==> src/common/hb_pkg.sv <==
// Functional notes
// RULE1: status bits all zero after power-on reset
// RULE2: two-bit per-channel field chosen by priority
// RULE3: each frame returns status of selected group
// RULE4: host resends previous command when reading status
// RULE5: latched faults hold; supply lockout self-recovers
// RULE6: writes accepted during lockout, applied after recovery
// RULE7: overvoltage with lockout enabled forces outputs off
// RULE8: supply recovery restores outputs, clears fault flag
// RULE9: lockout disabled keeps outputs on, flag set
// RULE10: host should keep overvoltage lockout enabled
// RULE11: thermal warning follows sensors, clears itself
// RULE12: thermal warning never changes channel outputs
// RULE13: overtemperature latches channel off, sets pre bit
// RULE14: clear request reopens cooled channels of group
// RULE15: thermal warning reported at status bit 0
// RULE16: field codes 00 off, 01 overcurrent, 10 underload, 11 on
// RULE17: command bits 15 clear, 14 group, 0 lockout
// RULE18: supply fault bit 14, overcurrent bit 15
// RULE19: host spaces clear requests by 150 us
// RULE20: detector levels sampled synchronously before use
package hb_pkg;
	localparam int CHANNELS = 12;
	localparam int GROUP = 6;
	localparam logic [1:0] CMD_ADDR = 2'h0;
	localparam logic [1:0] STATUS_ADDR = 2'h1;
	localparam logic [1:0] FAULT_ADDR = 2'h2;
	localparam int CLEAR_BIT = 15;
	localparam int SELECT_BIT = 14;
	localparam int ENABLE_LO = 7;
	localparam int CONFIG_LO = 1;
	localparam int LOCKOUT_BIT = 0;
	localparam int PRE_BIT = 16;
	localparam int OVERCURRENT_BIT = 15;
	localparam int SUPPLY_FAULT_BIT = 14;
	localparam int UNDERLOAD_BIT = 13;
	localparam int FIELD_LO = 1;
	localparam int WARNING_BIT = 0;
	localparam int FAULT_OVERCURRENT_LO = 12;
	localparam int FAULT_SUPPLY_LO = 24;
	localparam logic [15:0] CMD_RESET = 16'h0000;
	localparam logic [16:0] STATUS_RESET = 17'h00000;
	localparam logic [11:0] LOW_GROUP = 12'h03F;
	localparam logic [1:0] FIELD_OFF = 2'h0;
	localparam logic [1:0] FIELD_OVERCURRENT = 2'h1;
	localparam logic [1:0] FIELD_UNDERLOAD = 2'h2;
	localparam logic [1:0] FIELD_ON = 2'h3;
	localparam time CLEAR_SPACING_US = 150;

	typedef enum logic [1:0] {
		SUPPLY_OK = 2'h0,
		SUPPLY_FLAGGED = 2'h1,
		SUPPLY_LOCKOUT = 2'h3
	} supply_t;

	typedef struct packed {
		logic [1:0] ov;
		logic [1:0] uv;
		logic [11:0] warn;
		logic [11:0] tsd;
		logic [11:0] oc;
		logic [11:0] ul;
	} sample_t;
endpackage

==> src/common/detect_if.sv <==
`timescale 1ns/1ns
interface detect_if;
	hb_pkg::sample_t lv;
	modport sampler (output lv);
	modport core (input lv);
endinterface

==> src/hdl/detector_sampler.sv <==
`timescale 1ns/1ns
module detector_sampler (
	input wire logic clk,
	input wire logic rst_n,
	input wire logic [1:0] supply_overvoltage,
	input wire logic [1:0] supply_undervoltage,
	input wire logic [11:0] thermal_warn_in,
	input wire logic [11:0] thermal_shutdown_in,
	input wire logic [11:0] overcurrent_in,
	input wire logic [11:0] underload_in,
	detect_if.sampler det
);
	hb_pkg::sample_t next_lv;

	// RULE20: register detector levels
	always_comb
	begin
		next_lv.ov = supply_overvoltage;
		next_lv.uv = supply_undervoltage;
		next_lv.warn = thermal_warn_in;
		next_lv.tsd = thermal_shutdown_in;
		next_lv.oc = overcurrent_in;
		next_lv.ul = underload_in;
	end

	always_ff @(posedge clk or negedge rst_n)
	begin
		if (!rst_n)
			det.lv <= '0;
		else
			det.lv <= next_lv;
	end
endmodule

==> src/hdl/half_bridge_fault_status.sv <==
`timescale 1ns/1ns
module half_bridge_fault_status (
	input wire logic clk,
	input wire logic rst_n,
	input wire logic [1:0] addr,
	input wire logic [31:0] wdata,
	input wire logic wr,
	input wire logic rd,
	output logic [31:0] rdata,
	input wire logic [1:0] supply_overvoltage,
	input wire logic [1:0] supply_undervoltage,
	input wire logic [11:0] thermal_warn_in,
	input wire logic [11:0] thermal_shutdown_in,
	input wire logic [11:0] overcurrent_in,
	input wire logic [11:0] underload_in,
	output logic [11:0] high_side_switch,
	output logic [11:0] low_side_switch,
	output logic supply_fault_flag,
	output logic thermal_warning_flag
);
	typedef struct packed {
		logic [15:0] cmd;
		logic [11:0] en;
		logic [11:0] cnf;
		logic [11:0] tsd;
		logic [11:0] ovc;
		hb_pkg::supply_t supply;
		logic warn;
		logic [16:0] status;
		logic [31:0] rdata;
		logic [11:0] high;
		logic [11:0] low;
	} state_t;

	state_t st;
	state_t next_st;
	detect_if det ();

	detector_sampler u_sampler (
		.clk(clk),
		.rst_n(rst_n),
		.supply_overvoltage(supply_overvoltage),
		.supply_undervoltage(supply_undervoltage),
		.thermal_warn_in(thermal_warn_in),
		.thermal_shutdown_in(thermal_shutdown_in),
		.overcurrent_in(overcurrent_in),
		.underload_in(underload_in),
		.det(det.sampler)
	);

	function automatic logic [11:0] group_mask(input logic sel);
		group_mask = sel ? ~hb_pkg::LOW_GROUP : hb_pkg::LOW_GROUP;
	endfunction

	// RULE2: overcurrent first, then off, underload, on
	// RULE16: fixed two-bit field codes
	function automatic logic [1:0] field_code(input logic oc,
		input logic on, input logic ul);
		if (oc)
			field_code = hb_pkg::FIELD_OVERCURRENT;
		else if (!on)
			field_code = hb_pkg::FIELD_OFF;
		else if (ul)
			field_code = hb_pkg::FIELD_UNDERLOAD;
		else
			field_code = hb_pkg::FIELD_ON;
	endfunction

	logic frame;
	logic supply_bad;
	logic locked;
	logic [11:0] grp_old;
	logic [11:0] grp_new;
	logic [11:0] clr_tsd;
	logic [11:0] clr_ovc;
	logic [11:0] drive;
	logic [16:0] word;

	assign frame = wr && addr == hb_pkg::CMD_ADDR;
	assign supply_bad = |det.lv.ov || |det.lv.uv;
	assign locked = st.supply == hb_pkg::SUPPLY_LOCKOUT;
	assign grp_old = group_mask(st.cmd[hb_pkg::SELECT_BIT]);
	assign grp_new = group_mask(wdata[hb_pkg::SELECT_BIT]);

	always_comb
	begin
		next_st = st;
		clr_tsd = '0;
		clr_ovc = '0;
		word = '0;
		next_st.rdata = '0;
		// RULE5: supply lockout recovers on its own
		case (st.supply)
			hb_pkg::SUPPLY_OK,
			hb_pkg::SUPPLY_FLAGGED,
			hb_pkg::SUPPLY_LOCKOUT:
			begin
				// RULE8: recovery clears the flag
				if (!supply_bad)
					next_st.supply = hb_pkg::SUPPLY_OK;
				// RULE7: lockout on undervoltage, or on overvoltage when enabled
				else if (|det.lv.uv || st.cmd[hb_pkg::LOCKOUT_BIT])
					next_st.supply = hb_pkg::SUPPLY_LOCKOUT;
				// RULE9: flag only, outputs stay on
				else
					next_st.supply = hb_pkg::SUPPLY_FLAGGED;
			end
			default:
				next_st.supply = hb_pkg::SUPPLY_OK;
		endcase
		// RULE11: warning follows sensors
		next_st.warn = |det.lv.warn;
		// RULE14: clear only cooled channels of chosen group
		if (frame && wdata[hb_pkg::CLEAR_BIT])
		begin
			clr_tsd = grp_new & ~det.lv.tsd;
			clr_ovc = grp_new & ~det.lv.oc;
		end
		// RULE13: latch; a new event beats the clear
		next_st.tsd = (st.tsd & ~clr_tsd) | det.lv.tsd;
		next_st.ovc = (st.ovc & ~clr_ovc) | det.lv.oc;
		// RULE3: word for the group picked by prior command
		for (int k = 0; k < hb_pkg::GROUP; k++)
		begin
			if (st.cmd[hb_pkg::SELECT_BIT])
				word[hb_pkg::FIELD_LO + 2 * k +: 2] = field_code(
					st.ovc[k + hb_pkg::GROUP], drive[k + hb_pkg::GROUP],
					det.lv.ul[k + hb_pkg::GROUP]);
			else
				word[hb_pkg::FIELD_LO + 2 * k +: 2] = field_code(
					st.ovc[k], drive[k], det.lv.ul[k]);
		end
		// RULE18: overcurrent and supply fault bits
		word[hb_pkg::OVERCURRENT_BIT] = |(st.ovc & grp_old);
		word[hb_pkg::SUPPLY_FAULT_BIT] = st.supply != hb_pkg::SUPPLY_OK;
		word[hb_pkg::UNDERLOAD_BIT] = |(det.lv.ul & st.en & grp_old);
		// RULE15: global warning at bit 0
		word[hb_pkg::WARNING_BIT] = st.warn;
		// RULE13: shutdown in the pre-frame position
		word[hb_pkg::PRE_BIT] = |st.tsd;
		if (frame)
		begin
			next_st.status = word;
			// RULE17: command word layout
			next_st.cmd = wdata[15:0];
			// RULE6: settings stored even while locked out
			for (int k = 0; k < hb_pkg::GROUP; k++)
			begin
				if (wdata[hb_pkg::SELECT_BIT])
				begin
					next_st.en[k + hb_pkg::GROUP] = wdata[hb_pkg::ENABLE_LO + k];
					next_st.cnf[k + hb_pkg::GROUP] = wdata[hb_pkg::CONFIG_LO + k];
				end
				else
				begin
					next_st.en[k] = wdata[hb_pkg::ENABLE_LO + k];
					next_st.cnf[k] = wdata[hb_pkg::CONFIG_LO + k];
				end
			end
		end
		// RULE12: warning takes no part in the drive terms
		next_st.high = drive & st.cnf;
		next_st.low = drive & ~st.cnf;
		if (rd)
		begin
			case (addr)
				hb_pkg::CMD_ADDR:
					next_st.rdata = {16'h0000, st.cmd};
				hb_pkg::STATUS_ADDR:
					next_st.rdata = {15'h0000, st.status};
				hb_pkg::FAULT_ADDR:
				begin
					next_st.rdata[11:0] = st.tsd;
					next_st.rdata[hb_pkg::FAULT_OVERCURRENT_LO +: 12] = st.ovc;
					next_st.rdata[hb_pkg::FAULT_SUPPLY_LO +: 2] = st.supply;
				end
				default:
					next_st.rdata = '0;
			endcase
		end
	end

	// RULE7: lockout blanks every channel
	assign drive = st.en & ~st.tsd & ~st.ovc & {12{~locked}};

	// RULE1: everything clears at power-on reset
	always_ff @(posedge clk or negedge rst_n)
	begin
		if (!rst_n)
		begin
			st <= '0;
			st.cmd <= hb_pkg::CMD_RESET;
			st.status <= hb_pkg::STATUS_RESET;
			st.supply <= hb_pkg::SUPPLY_OK;
		end
		else
			st <= next_st;
	end

	assign rdata = st.rdata;
	assign high_side_switch = st.high;
	assign low_side_switch = st.low;
	assign supply_fault_flag = st.supply != hb_pkg::SUPPLY_OK;
	assign thermal_warning_flag = st.warn;

	// checking helpers; the status word is only changed by frames
	logic seen_frame;
	always_ff @(posedge clk or negedge rst_n)
	begin
		if (!rst_n)
			seen_frame <= 1'b0;
		else if (frame)
			seen_frame <= 1'b1;
	end
endmodule

==> config.mk <==
export PLATFORM = sky130hd
export DESIGN_NAME = half_bridge_fault_status
export DESIGN_NICKNAME = d
export VERILOG_FILES = /design/src/common/hb_pkg.sv /design/src/common/detect_if.sv /design/src/hdl/detector_sampler.sv /design/src/hdl/half_bridge_fault_status.sv
export SDC_FILE = /design/constraint.sdc
export NUM_CORES = 1
export LEC_CHECK = 0
export BUFFER_PORTS_ARGS = -buffer_cell sky130_fd_sc_hd__buf_2
export CORE_AREA = 2 2 140 115
export CTS_CLUSTER_SIZE = 28
export DETAILED_ROUTE_END_ITERATION = 12
export DIE_AREA = 0 0 142 117
export MAX_ROUTING_LAYER = met4
export PLACE_DENSITY = 0.85
export SYNTH_ARGS = -nofsm -noshare
export SYNTH_HDL_FRONTEND = slang
export SYNTH_SLANG_ARGS = --single-unit
export TNS_END_PERCENT = 10
==> constraint.sdc <==
create_clock -name clk -period 1.6 [get_ports clk]
set_clock_uncertainty 0.15 [all_clocks]
set_input_delay 0.24 -clock clk [delete_from_list [all_inputs] [get_ports clk]]
set_output_delay 0.24 -clock clk [all_outputs]
set_load 0.02 [all_outputs]
=== Yosys cells after proc, flatten, opt, wreduce, memory -nomap -nowiden ===
Cells that the tools add are included.
W data, S select, Z words.

* Flip-flop bits (word level): 192
* Output and inout port bits: 58

* Equality and inequality tests: 4
* Muxes and demuxes: 51
* Bitwise gates (word level): 23
* Reduce and logical (&&, ||, !) cells: 16

{| class="wikitable"
|+ Operators with widths
! operator !! count
|-
| $and A12 B12 Y12 || 12
|-
| $not A12 Y12 || 7
|-
| $pmux W26 S3 || 1
|-
| $mux W2 || 33
|-
| $mux W12 || 4
|-
| $reduce_or A12 Y1 || 4
|-
| $mux W26 || 1
|-
| $or A12 B12 Y12 || 2
|-
| $mux W1 || 12
|-
| $eq A2 B1 Y1 const B || 2
|-
| $eq A2 B2 Y1 const B || 2
|-
| $logic_not A2 Y1 || 2
|-
| $reduce_and A2 Y1 || 2
|-
| $reduce_or A2 Y1 || 2
|-
| $reduce_or A3 Y1 || 1
|-
| $logic_and A1 B1 Y1 || 2
|-
| $logic_or A1 B1 Y1 || 2
|-
| $not A1 Y1 || 2
|-
| $reduce_bool A2 Y1 || 1
|}

=== Depth between registers and ports, before layout ===
Gate-level depths: netlist of the first run.

* Word-level depth: 7
* Mapped depth: 6
* Gate-level depth less buffers: 3

=== Modules after synthesis ===
From an unflattened synthesis of the first run, not the netlist that was laid out.

* Cell total of the unflattened synthesis: 612
* Area total of the unflattened synthesis: 7324.5 sq um

{| class="wikitable"
|+ By module, submodules not included
! module !! times used !! cells each !! area an instance (sq um) !! sequential area each (sq um)
|-
| half_bridge_fault_status || 1 || 560 || 6023.3 || 3353.2
|-
| detector_sampler || 1 || 52 || 1301.2 || 1301.2
|}

=== Least setup slack after synthesis of the first run ===
Ideal clock, no wire load.

* Path type: input-to-reg
* Start: input port addr[1]
* End: register st[116] (netlist bit)
* Library setup time: 0.125 ns
* Arrival: 1.386 ns
* Path slack: -0.061 ns
* Stages on the path: 4
* Path buffers: 2
* Path through: buf_6 > nor4b_4 > buf_6 > mux2_4

* Cells in the longest elaborated chain, start to end: 3

{| class="wikitable"
|+ RTL lines
! item !! RTL line !! source
|-
| start, declared || half_bridge_fault_status.sv:5 || <nowiki>input wire logic [1:0] addr,</nowiki>
|-
| $logic_not A2 Y1 || half_bridge_fault_status.sv:79 || <nowiki>assign frame = wr && addr == hb_pkg::CMD_ADDR;</nowiki>
|-
| $logic_and A1 B1 Y1 || half_bridge_fault_status.sv:79 ||
|-
| $reduce_and A2 Y1 (no source line) || n/a ||
|-
| end signal, assigned || half_bridge_fault_status.sv:197 || <nowiki>st <= next_st;</nowiki>
|-
| end, declared || half_bridge_fault_status.sv:35 || <nowiki>state_t st;</nowiki>
|}

Every way passes these cells.
A chain may end at the register's enable or synchronous reset.

=== Worst setup path in the final report of the first run ===
* Start: register st[75] (netlist bit)
* End: output port supply_fault_flag

* Cells in the longest elaborated chain, start to end: 1

{| class="wikitable"
|+ RTL lines
! item !! RTL line !! source
|-
| $reduce_bool A2 Y1 || half_bridge_fault_status.sv:203 || <nowiki>assign supply_fault_flag = st.supply != hb_pkg::SUPPLY_OK;</nowiki>
|-
| end, declared || half_bridge_fault_status.sv:18 || <nowiki>output logic supply_fault_flag,</nowiki>
|}

Every way passes these cells.

==> flow_metrics.py, run 1 <==
metrics = {
    "clock_network": {
        "numCtsBuffers": 17,
        "clockBufferDepth": 2,
        "cts_sinks": 186,
        "cts_tree": "yes",
        "h-tree-depth": 4,
        "insertion_delay_ps": 430,
        "cts_root_buf": "clkbuf_16",
        "clk_pin_slew_ps": 70,
    },
    "placed_design": {
        "gp_congestion": 0.992,
        "io_buffers": 125,
        "dpl-instance-area_sq_um": 8130,
        "dp_cells": 902,
        "post-place-ws_ps": -86.9,
        "detailed_place_hpwl_microns": 12400,
    },
    "cells_and_area": {
        "area_delta_synth_final_pct": 29.8,
        "diodes": 0,
        "stdcell_count": 1006,
        "drive_above_1_share": 0.319,
        "fin_area_sq_um": 9500,
        "nNetsFinal": 890,
        "fin_util": 0.620,
    },
    "grt": {
        "track_usage": 0.241,
        "first_global_vias": 5193,
        "grt_pass1_wl_microns": 28300,
        "antenna_found_initial": 0,
        "grt_max_degree": 81,
        "overflow": 0,
    },
    "timing": {
        "min_period_over_period": 1.06,
        "fmax_mhz": 591,
        "hold_viol": 0,
        "drv_slew": 0,
        "rsz0062_at_grt": "yes",
        "finalWorstSetupSlack_ps": -91.4,
        "setup_tns_ps": -119,
        "finalSetupViolCount": 2,
        "fin_crit_ps": 1690,
    },
    "critical_path": {
        "critPathSlowestCell": "dfrtp_1",
        "critPathKind": "flip-flop to output pin",
        "critPathMaxFanout": 2,
        "rrSetupSlack_ps": -30,
        "end_kind": "output pin",
        "crit_path_max_incr_delay_ps": 390,
        "critPathLaunchType": "flip-flop",
        "cp_common_cell": "buf_6",
        "cp.required_ps": 1210,
        "cp.arrival_ps": 1300,
        "path_cells": "buf_6 > or2_4 > buf_6",
    },
    "detailed_routing": {
        "vias": 5197,
        "drc": 0,
        "drt_iter0_drc": 444,
        "drt_pass1_iterations": 5,
        "totalWireLength_microns": 18500,
        "via_per_inst": 5.17,
        "drtAntennaViolNets": 0,
        "routed_wire_length_per_instance_microns": 18.4,
    },
    "synth": {
        "synth-seq-area-share": 0.635,
        "synth_top_area_cell": "dfrtp_1",
        "synth_area_sq_um": 7320,
        "synth.most_common_cell": "dfrtp_1",
        "synthFlopType": "dfrtp_1",
        "synth-async-reset-ratio": 1.00,
        "synthCells": 610,
        "syn_area_per_cell_sq_um": 12.0,
        "synth_edf_count": 0,
        "ys_top_cells_by_area": "dfrtp_1, buf_4, nand2_1",
        "synth_cell_types": 50,
        "yosys_warnings": 0,
        "yosys-top-cells-count": "dfrtp_1, nand2_1, buf_4",
        "ys_ff_latch": 186,
        "yosysTopAreaCellShare": 0.635,
    },
    "status": {
        "violations": "setup timing",
        "status": "finished, violations left",
    },
    "floorplanning": {
        "num_io_pins": 148,
        "core_area_sq_um": 15300,
        "die_x_microns": 142,
        "num_rows": 41,
        "initial_core_util": 0.478,
        "die-area_sq_um": 16600,
        "die_y_microns": 117,
    },
    "power": {
        "p_switching_mw": 2.87,
        "pwr-share-seq": 0.495,
        "p_comb_frac": 0.122,
        "intPower_mw": 7.96,
        "power.leakage_nw": 4.55,
        "switching_share": 0.265,
        "power_density_nw_per_um2": 1140,
        "ir_drop_uv": 765,
        "pwr-share-clk": 0.383,
    },
    "worst_hold_path": {
        "hold_class": "input pin to asynchronous set/reset pin",
    },
    "run": {
        "cap_violations": 0,
    },
}
==> cells by family (layout without fill, tap and decap cells) <==
logic type,count (synthesis),after routing,synth area share
AND/OR/NAND/NOR,214,214,0.149
flip-flops,186,186,0.635
buffers and inverters,98,296,0.0852
AO/OA/AOI/OAI,75,75,0.0767
multiplexers,36,36,0.0531
other,1,6,0.000512
==> cell usage in the layout, fill, tap and decap left out, types with 4 or more instances in the layout <==
cell type,instances
buf_12,7
buf_4,45
a31oi_1,6
conb_1,6
clkbuf_16,17
nand3_1,8
and3_1,4
nor2b_1,4
dfrtp_1,185
buf_6,4
nand4_1,5
buf_2,123
inv_8,4
nand2b_1,5
mux2_2,13
nor2_1,41
mux2_1,6
o21ai_0,4
mux2i_1,16
a21boi_0,16
dlygate4sd3_1,68
or3_1,4
inv_1,17
nand3b_1,4
or2_2,16
a21o_1,25
nand2_1,80
and2_1,9
nor4_1,8
==> state kept, by name, indices dropped and copies added (netlist names) <==
register,cells
st,83
u_sampler.det.lv,52
rdata,26
high_side_switch,12
low_side_switch,12
thermal_warning_flag,1
==> critical path: cells and delay by family (launching register included) <==
| family | cells | cell delay [ps] |
|---|---|---|
| buf+inv | 2 | 250 |
| simple gates | 1 | 230 |
| flops | 1 | 390 |
==> power groups by stage <==
stage / Combinational [mW] / Clock, mW / Sequential [mW]
after floorplan: 0.682 / 0 / 5.34
after global placement: 1.09 / 0 / 5.42
after detailed placement: 1.13 / 0 / 5.44
after CTS: 1.28 / 4.21 / 5.35
after global routing: 1.46 / 4.45 / 5.40
final: 1.32 / 4.15 / 5.36
==> routing by layer <==
layer / vias up / track usage / share of wire
met2: 245 / 0.379 / 0.48
met5: - / - / 0
met1: 2548 / 0.311 / 0.43
li1: 2374 / - / -
met3: 30 / 0.0582 / 0.070
met4: 0 / 0.0833 / 0.021
==> timing repair <==
item | 4_1_cts | 5_1_grt
setup endpoints to repair | 9 | 21
setup buffers | 2 | 2
endpoints found under the hold margin | 277 | 0
hold buffers | 68 | 0
pin swaps | 1 | 3
resized for setup | 7 | 14
==> through the flow <==
stage	power [mW]	hold slack (ps)
2_1_floorplan	6.03	-206
3_3_place_gp	6.51	-101
3_5_place_dp	6.57	-105
4_1_cts	10.8	2.25
5_1_grt	11.3	4.09
6_report	10.8	10.5
==> final timing paths <==
check / from / end / cells after the start
worst max-delay path: st[75] / supply_fault_flag / 3
worst min-delay path: rst_n / u_sampler.det.lv[32] / 2
worst max register to register: st[74] / st[62] / 4
worst min register to register: u_sampler.det.lv[23] / st[87] / 1
max in group asynchronous: rst_n / st[138] / 3
min in group clk: rd / rdata[2] / 3
==> cell type report <==
class | instances | area [sq um]
Fill cell | 1143 | 5830
Sequential cell | 186 | 4660
Multi-Input combinational cell | 331 | 2140
Timing Repair Buffer | 247 | 1820
Clock buffer | 17 | 425
Tap cell | 193 | 241
Clock inverter | 15 | 159
Inverter | 17 | 63.8
No activity file was read; power rests on OpenSTA's default activity.
==> inputs of run 2 (changes only) <==
==> constraint.sdc (replaced) <==
create_clock -name clk -period 1.6 [get_ports clk]
set_clock_uncertainty 0.15 [all_clocks]
set_input_delay 0.48 -clock clk [delete_from_list [all_inputs] [get_ports clk]]
set_output_delay 0.48 -clock clk [all_outputs]
set_load 0.02 [all_outputs]
==> run 2 against run 1 <==
The run still ends with setup timing left; design area rose by 0.41%; non-clock buffer count down 13; sequential cell count unchanged; maximum frequency shrank 14%; critical endpoint unchanged; highest routed layer unchanged.
==> flow_metrics.py, run 2 (synthesis results as in run 1) <==
metrics = {
    "worst_hold_path": {
        "hold_class": "input pin to flip-flop",
        "hp-start": "thermal_warn_in[3]",
        "whs_endpoint": "u_sampler.det.lv[39]",
        "holdPathStages": 1,
    },
    "cells_and_area": {
        "nNetsFinal": 877,
        "fin_area_sq_um": 9540,
        "regArea_sq_um": 4660,
        "top_register": "st",
        "nFillCells": 1157,
        "area_delta_synth_final_pct": 30.3,
        "mostFrequentLayoutCells": "dfrtp_1, buf_2, nand2_1",
        "diodes": 0,
        "largest_register_ffs": 83,
        "final_common_cell": "dfrtp_1",
        "multiInputGateArea_sq_um": 2190,
        "drive_above_1_share": 0.338,
    },
    "power": {
        "total_power_mw": 11.1,
        "ir_drop_uv": 776,
        "intPower_mw": 8.15,
        "power.leakage_nw": 4.59,
        "p_comb_frac": 0.119,
        "p_switching_mw": 2.94,
        "pwr-share-clk": 0.396,
        "power_density_nw_per_um2": 1160,
        "pwr-share-seq": 0.485,
        "switching_share": 0.265,
    },
    "clock_network": {
        "cts_root_buf": "clkbuf_16",
        "clk_pin_slew_ps": 70,
        "numCtsBuffers": 17,
        "h-tree-depth": 4,
        "insertion_delay_ps": 440,
        "cts_sinks": 186,
        "clockBufferDepth": 2,
        "cts_tree": "yes",
    },
    "grt": {
        "track_usage": 0.240,
        "overflow": 0,
        "grt_pass1_wl_microns": 28300,
        "antenna_found_initial": 0,
        "grt_max_degree": 35,
        "first_global_vias": 5217,
    },
    "run": {
        "cap_violations": 0,
    },
    "detailed_routing": {
        "routed_wire_length_per_instance_microns": 18.7,
        "drtAntennaViolNets": 0,
        "via_per_inst": 5.26,
        "drc": 0,
        "drt_iter0_drc": 405,
        "drt_pass1_iterations": 7,
        "vias": 5223,
        "totalWireLength_microns": 18600,
    },
    "floorplanning": {
        "initial_core_util": 0.478,
        "num_io_pins": 148,
        "die-area_sq_um": 16600,
        "die_y_microns": 117,
        "num_rows": 41,
        "core_area_sq_um": 15300,
        "die_x_microns": 142,
    },
    "critical_path": {
        "rrSetupSlack_ps": -170,
        "r2r_start": "st[75]",
        "critPathMaxFanout": 3,
        "reg2reg_depth": 5,
        "critPathLaunchType": "flip-flop",
        "cp.required_ps": 970,
        "critPathSlowestCell": "dfrtp_1",
        "cp.arrival_ps": 1340,
        "crit_path_max_incr_delay_ps": 400,
        "end_kind": "output pin",
        "cp_common_cell": "buf_6",
        "r2r-end": "st[64]",
        "critPathKind": "flip-flop to output pin",
        "path_cells": "buf_6 > or2_4 > buf_6",
    },
    "placed_design": {
        "io_buffers": 125,
        "dpl-instance-area_sq_um": 8170,
        "detailed_place_hpwl_microns": 12700,
        "gp_congestion": 0.953,
    },
    "timing": {
        "setup_tns_ps": -900,
        "fin_crit_ps": 1970,
        "fmax_mhz": 506,
        "min_period_over_period": 1.23,
        "drv_slew": 0,
        "rsz0062_at_grt": "yes",
        "finalSetupViolCount": 14,
        "hold_viol": 0,
        "finalWorstSetupSlack_ps": -375,
    },
    "status": {
        "violations": "setup timing",
        "status": "finished, violations left",
    },
}
-- run 2: worst max-delay path by stage --
stage,startpoint,endpoint,slack (ps),cells after the start
detailed placement,addr[1],rdata[10],-310,6
global placement,addr[1],rdata[10],-290,6
CTS,st[74],supply_fault_flag,-380,3
global route,st[75],supply_fault_flag,-410,3
finish,st[75],supply_fault_flag,-370,3
floorplan,addr[1],st[116],-290,4
-- run 2: worst max-delay path: cells and delay by family, from the launching register on --
family	cells	cell delay, ps
flip-flops	1	400
AND/OR/NAND/NOR	1	250
buffers and inverters	2	260
-- run 2: routing by layer --
layer | share of wire | global-route usage | wire [microns]
met1 | 0.43 | 0.316 | 7900
met5 | 0 | - | 0
met2 | 0.49 | 0.377 | 9020
met4 | 0.019 | 0.0793 | 352
met3 | 0.070 | 0.0513 | 1310
-- run 2: final cells by class --
| class | count | share of cell area |
|---|---|---|
| timing repair buffer | 234 | 0.185 |
| inverter | 17 | 0.00669 |
| sequential | 186 | 0.488 |
| clock inverter | 15 | 0.0210 |
| multi-input combinational | 331 | 0.230 |
| clock buffer | 17 | 0.0446 |
| tap | 193 | 0.0253 |
-- run 2: what timing repair did --
item                                    4_1_cts  5_1_grt
pin swaps                                     3       10
resized for setup                            10       36
endpoints found under the setup margin       31       59
hold buffers                                 47        5
setup buffers                                 2        3
hold endpoints to repair                     73        5
-- run 2: stage by stage --
| step | setup WS (ps) | util | hold WS (ps) | std cells |
|---|---|---|---|---|
| floorplan | -293 | - | 34.4 | 615 |
| global placement | -286 | 0.533 | 246 | 905 |
| detailed placement | -309 | 0.533 | 253 | 905 |
| CTS | -377 | 0.607 | 0.707 | 986 |
| global route | -412 | 0.622 | 2.76 | 993 |
| finish | -375 | 0.622 | 7.55 | 993 |
-- run 2: power groups by stage --
stage	sequential, mW	combinational [mW]	clock, mW
finish	5.38	1.32	4.39
global route	5.41	1.45	4.68
floorplan	5.34	0.683	0
CTS	5.35	1.25	4.43
detailed placement	5.44	1.13	0
global placement	5.42	1.11	0
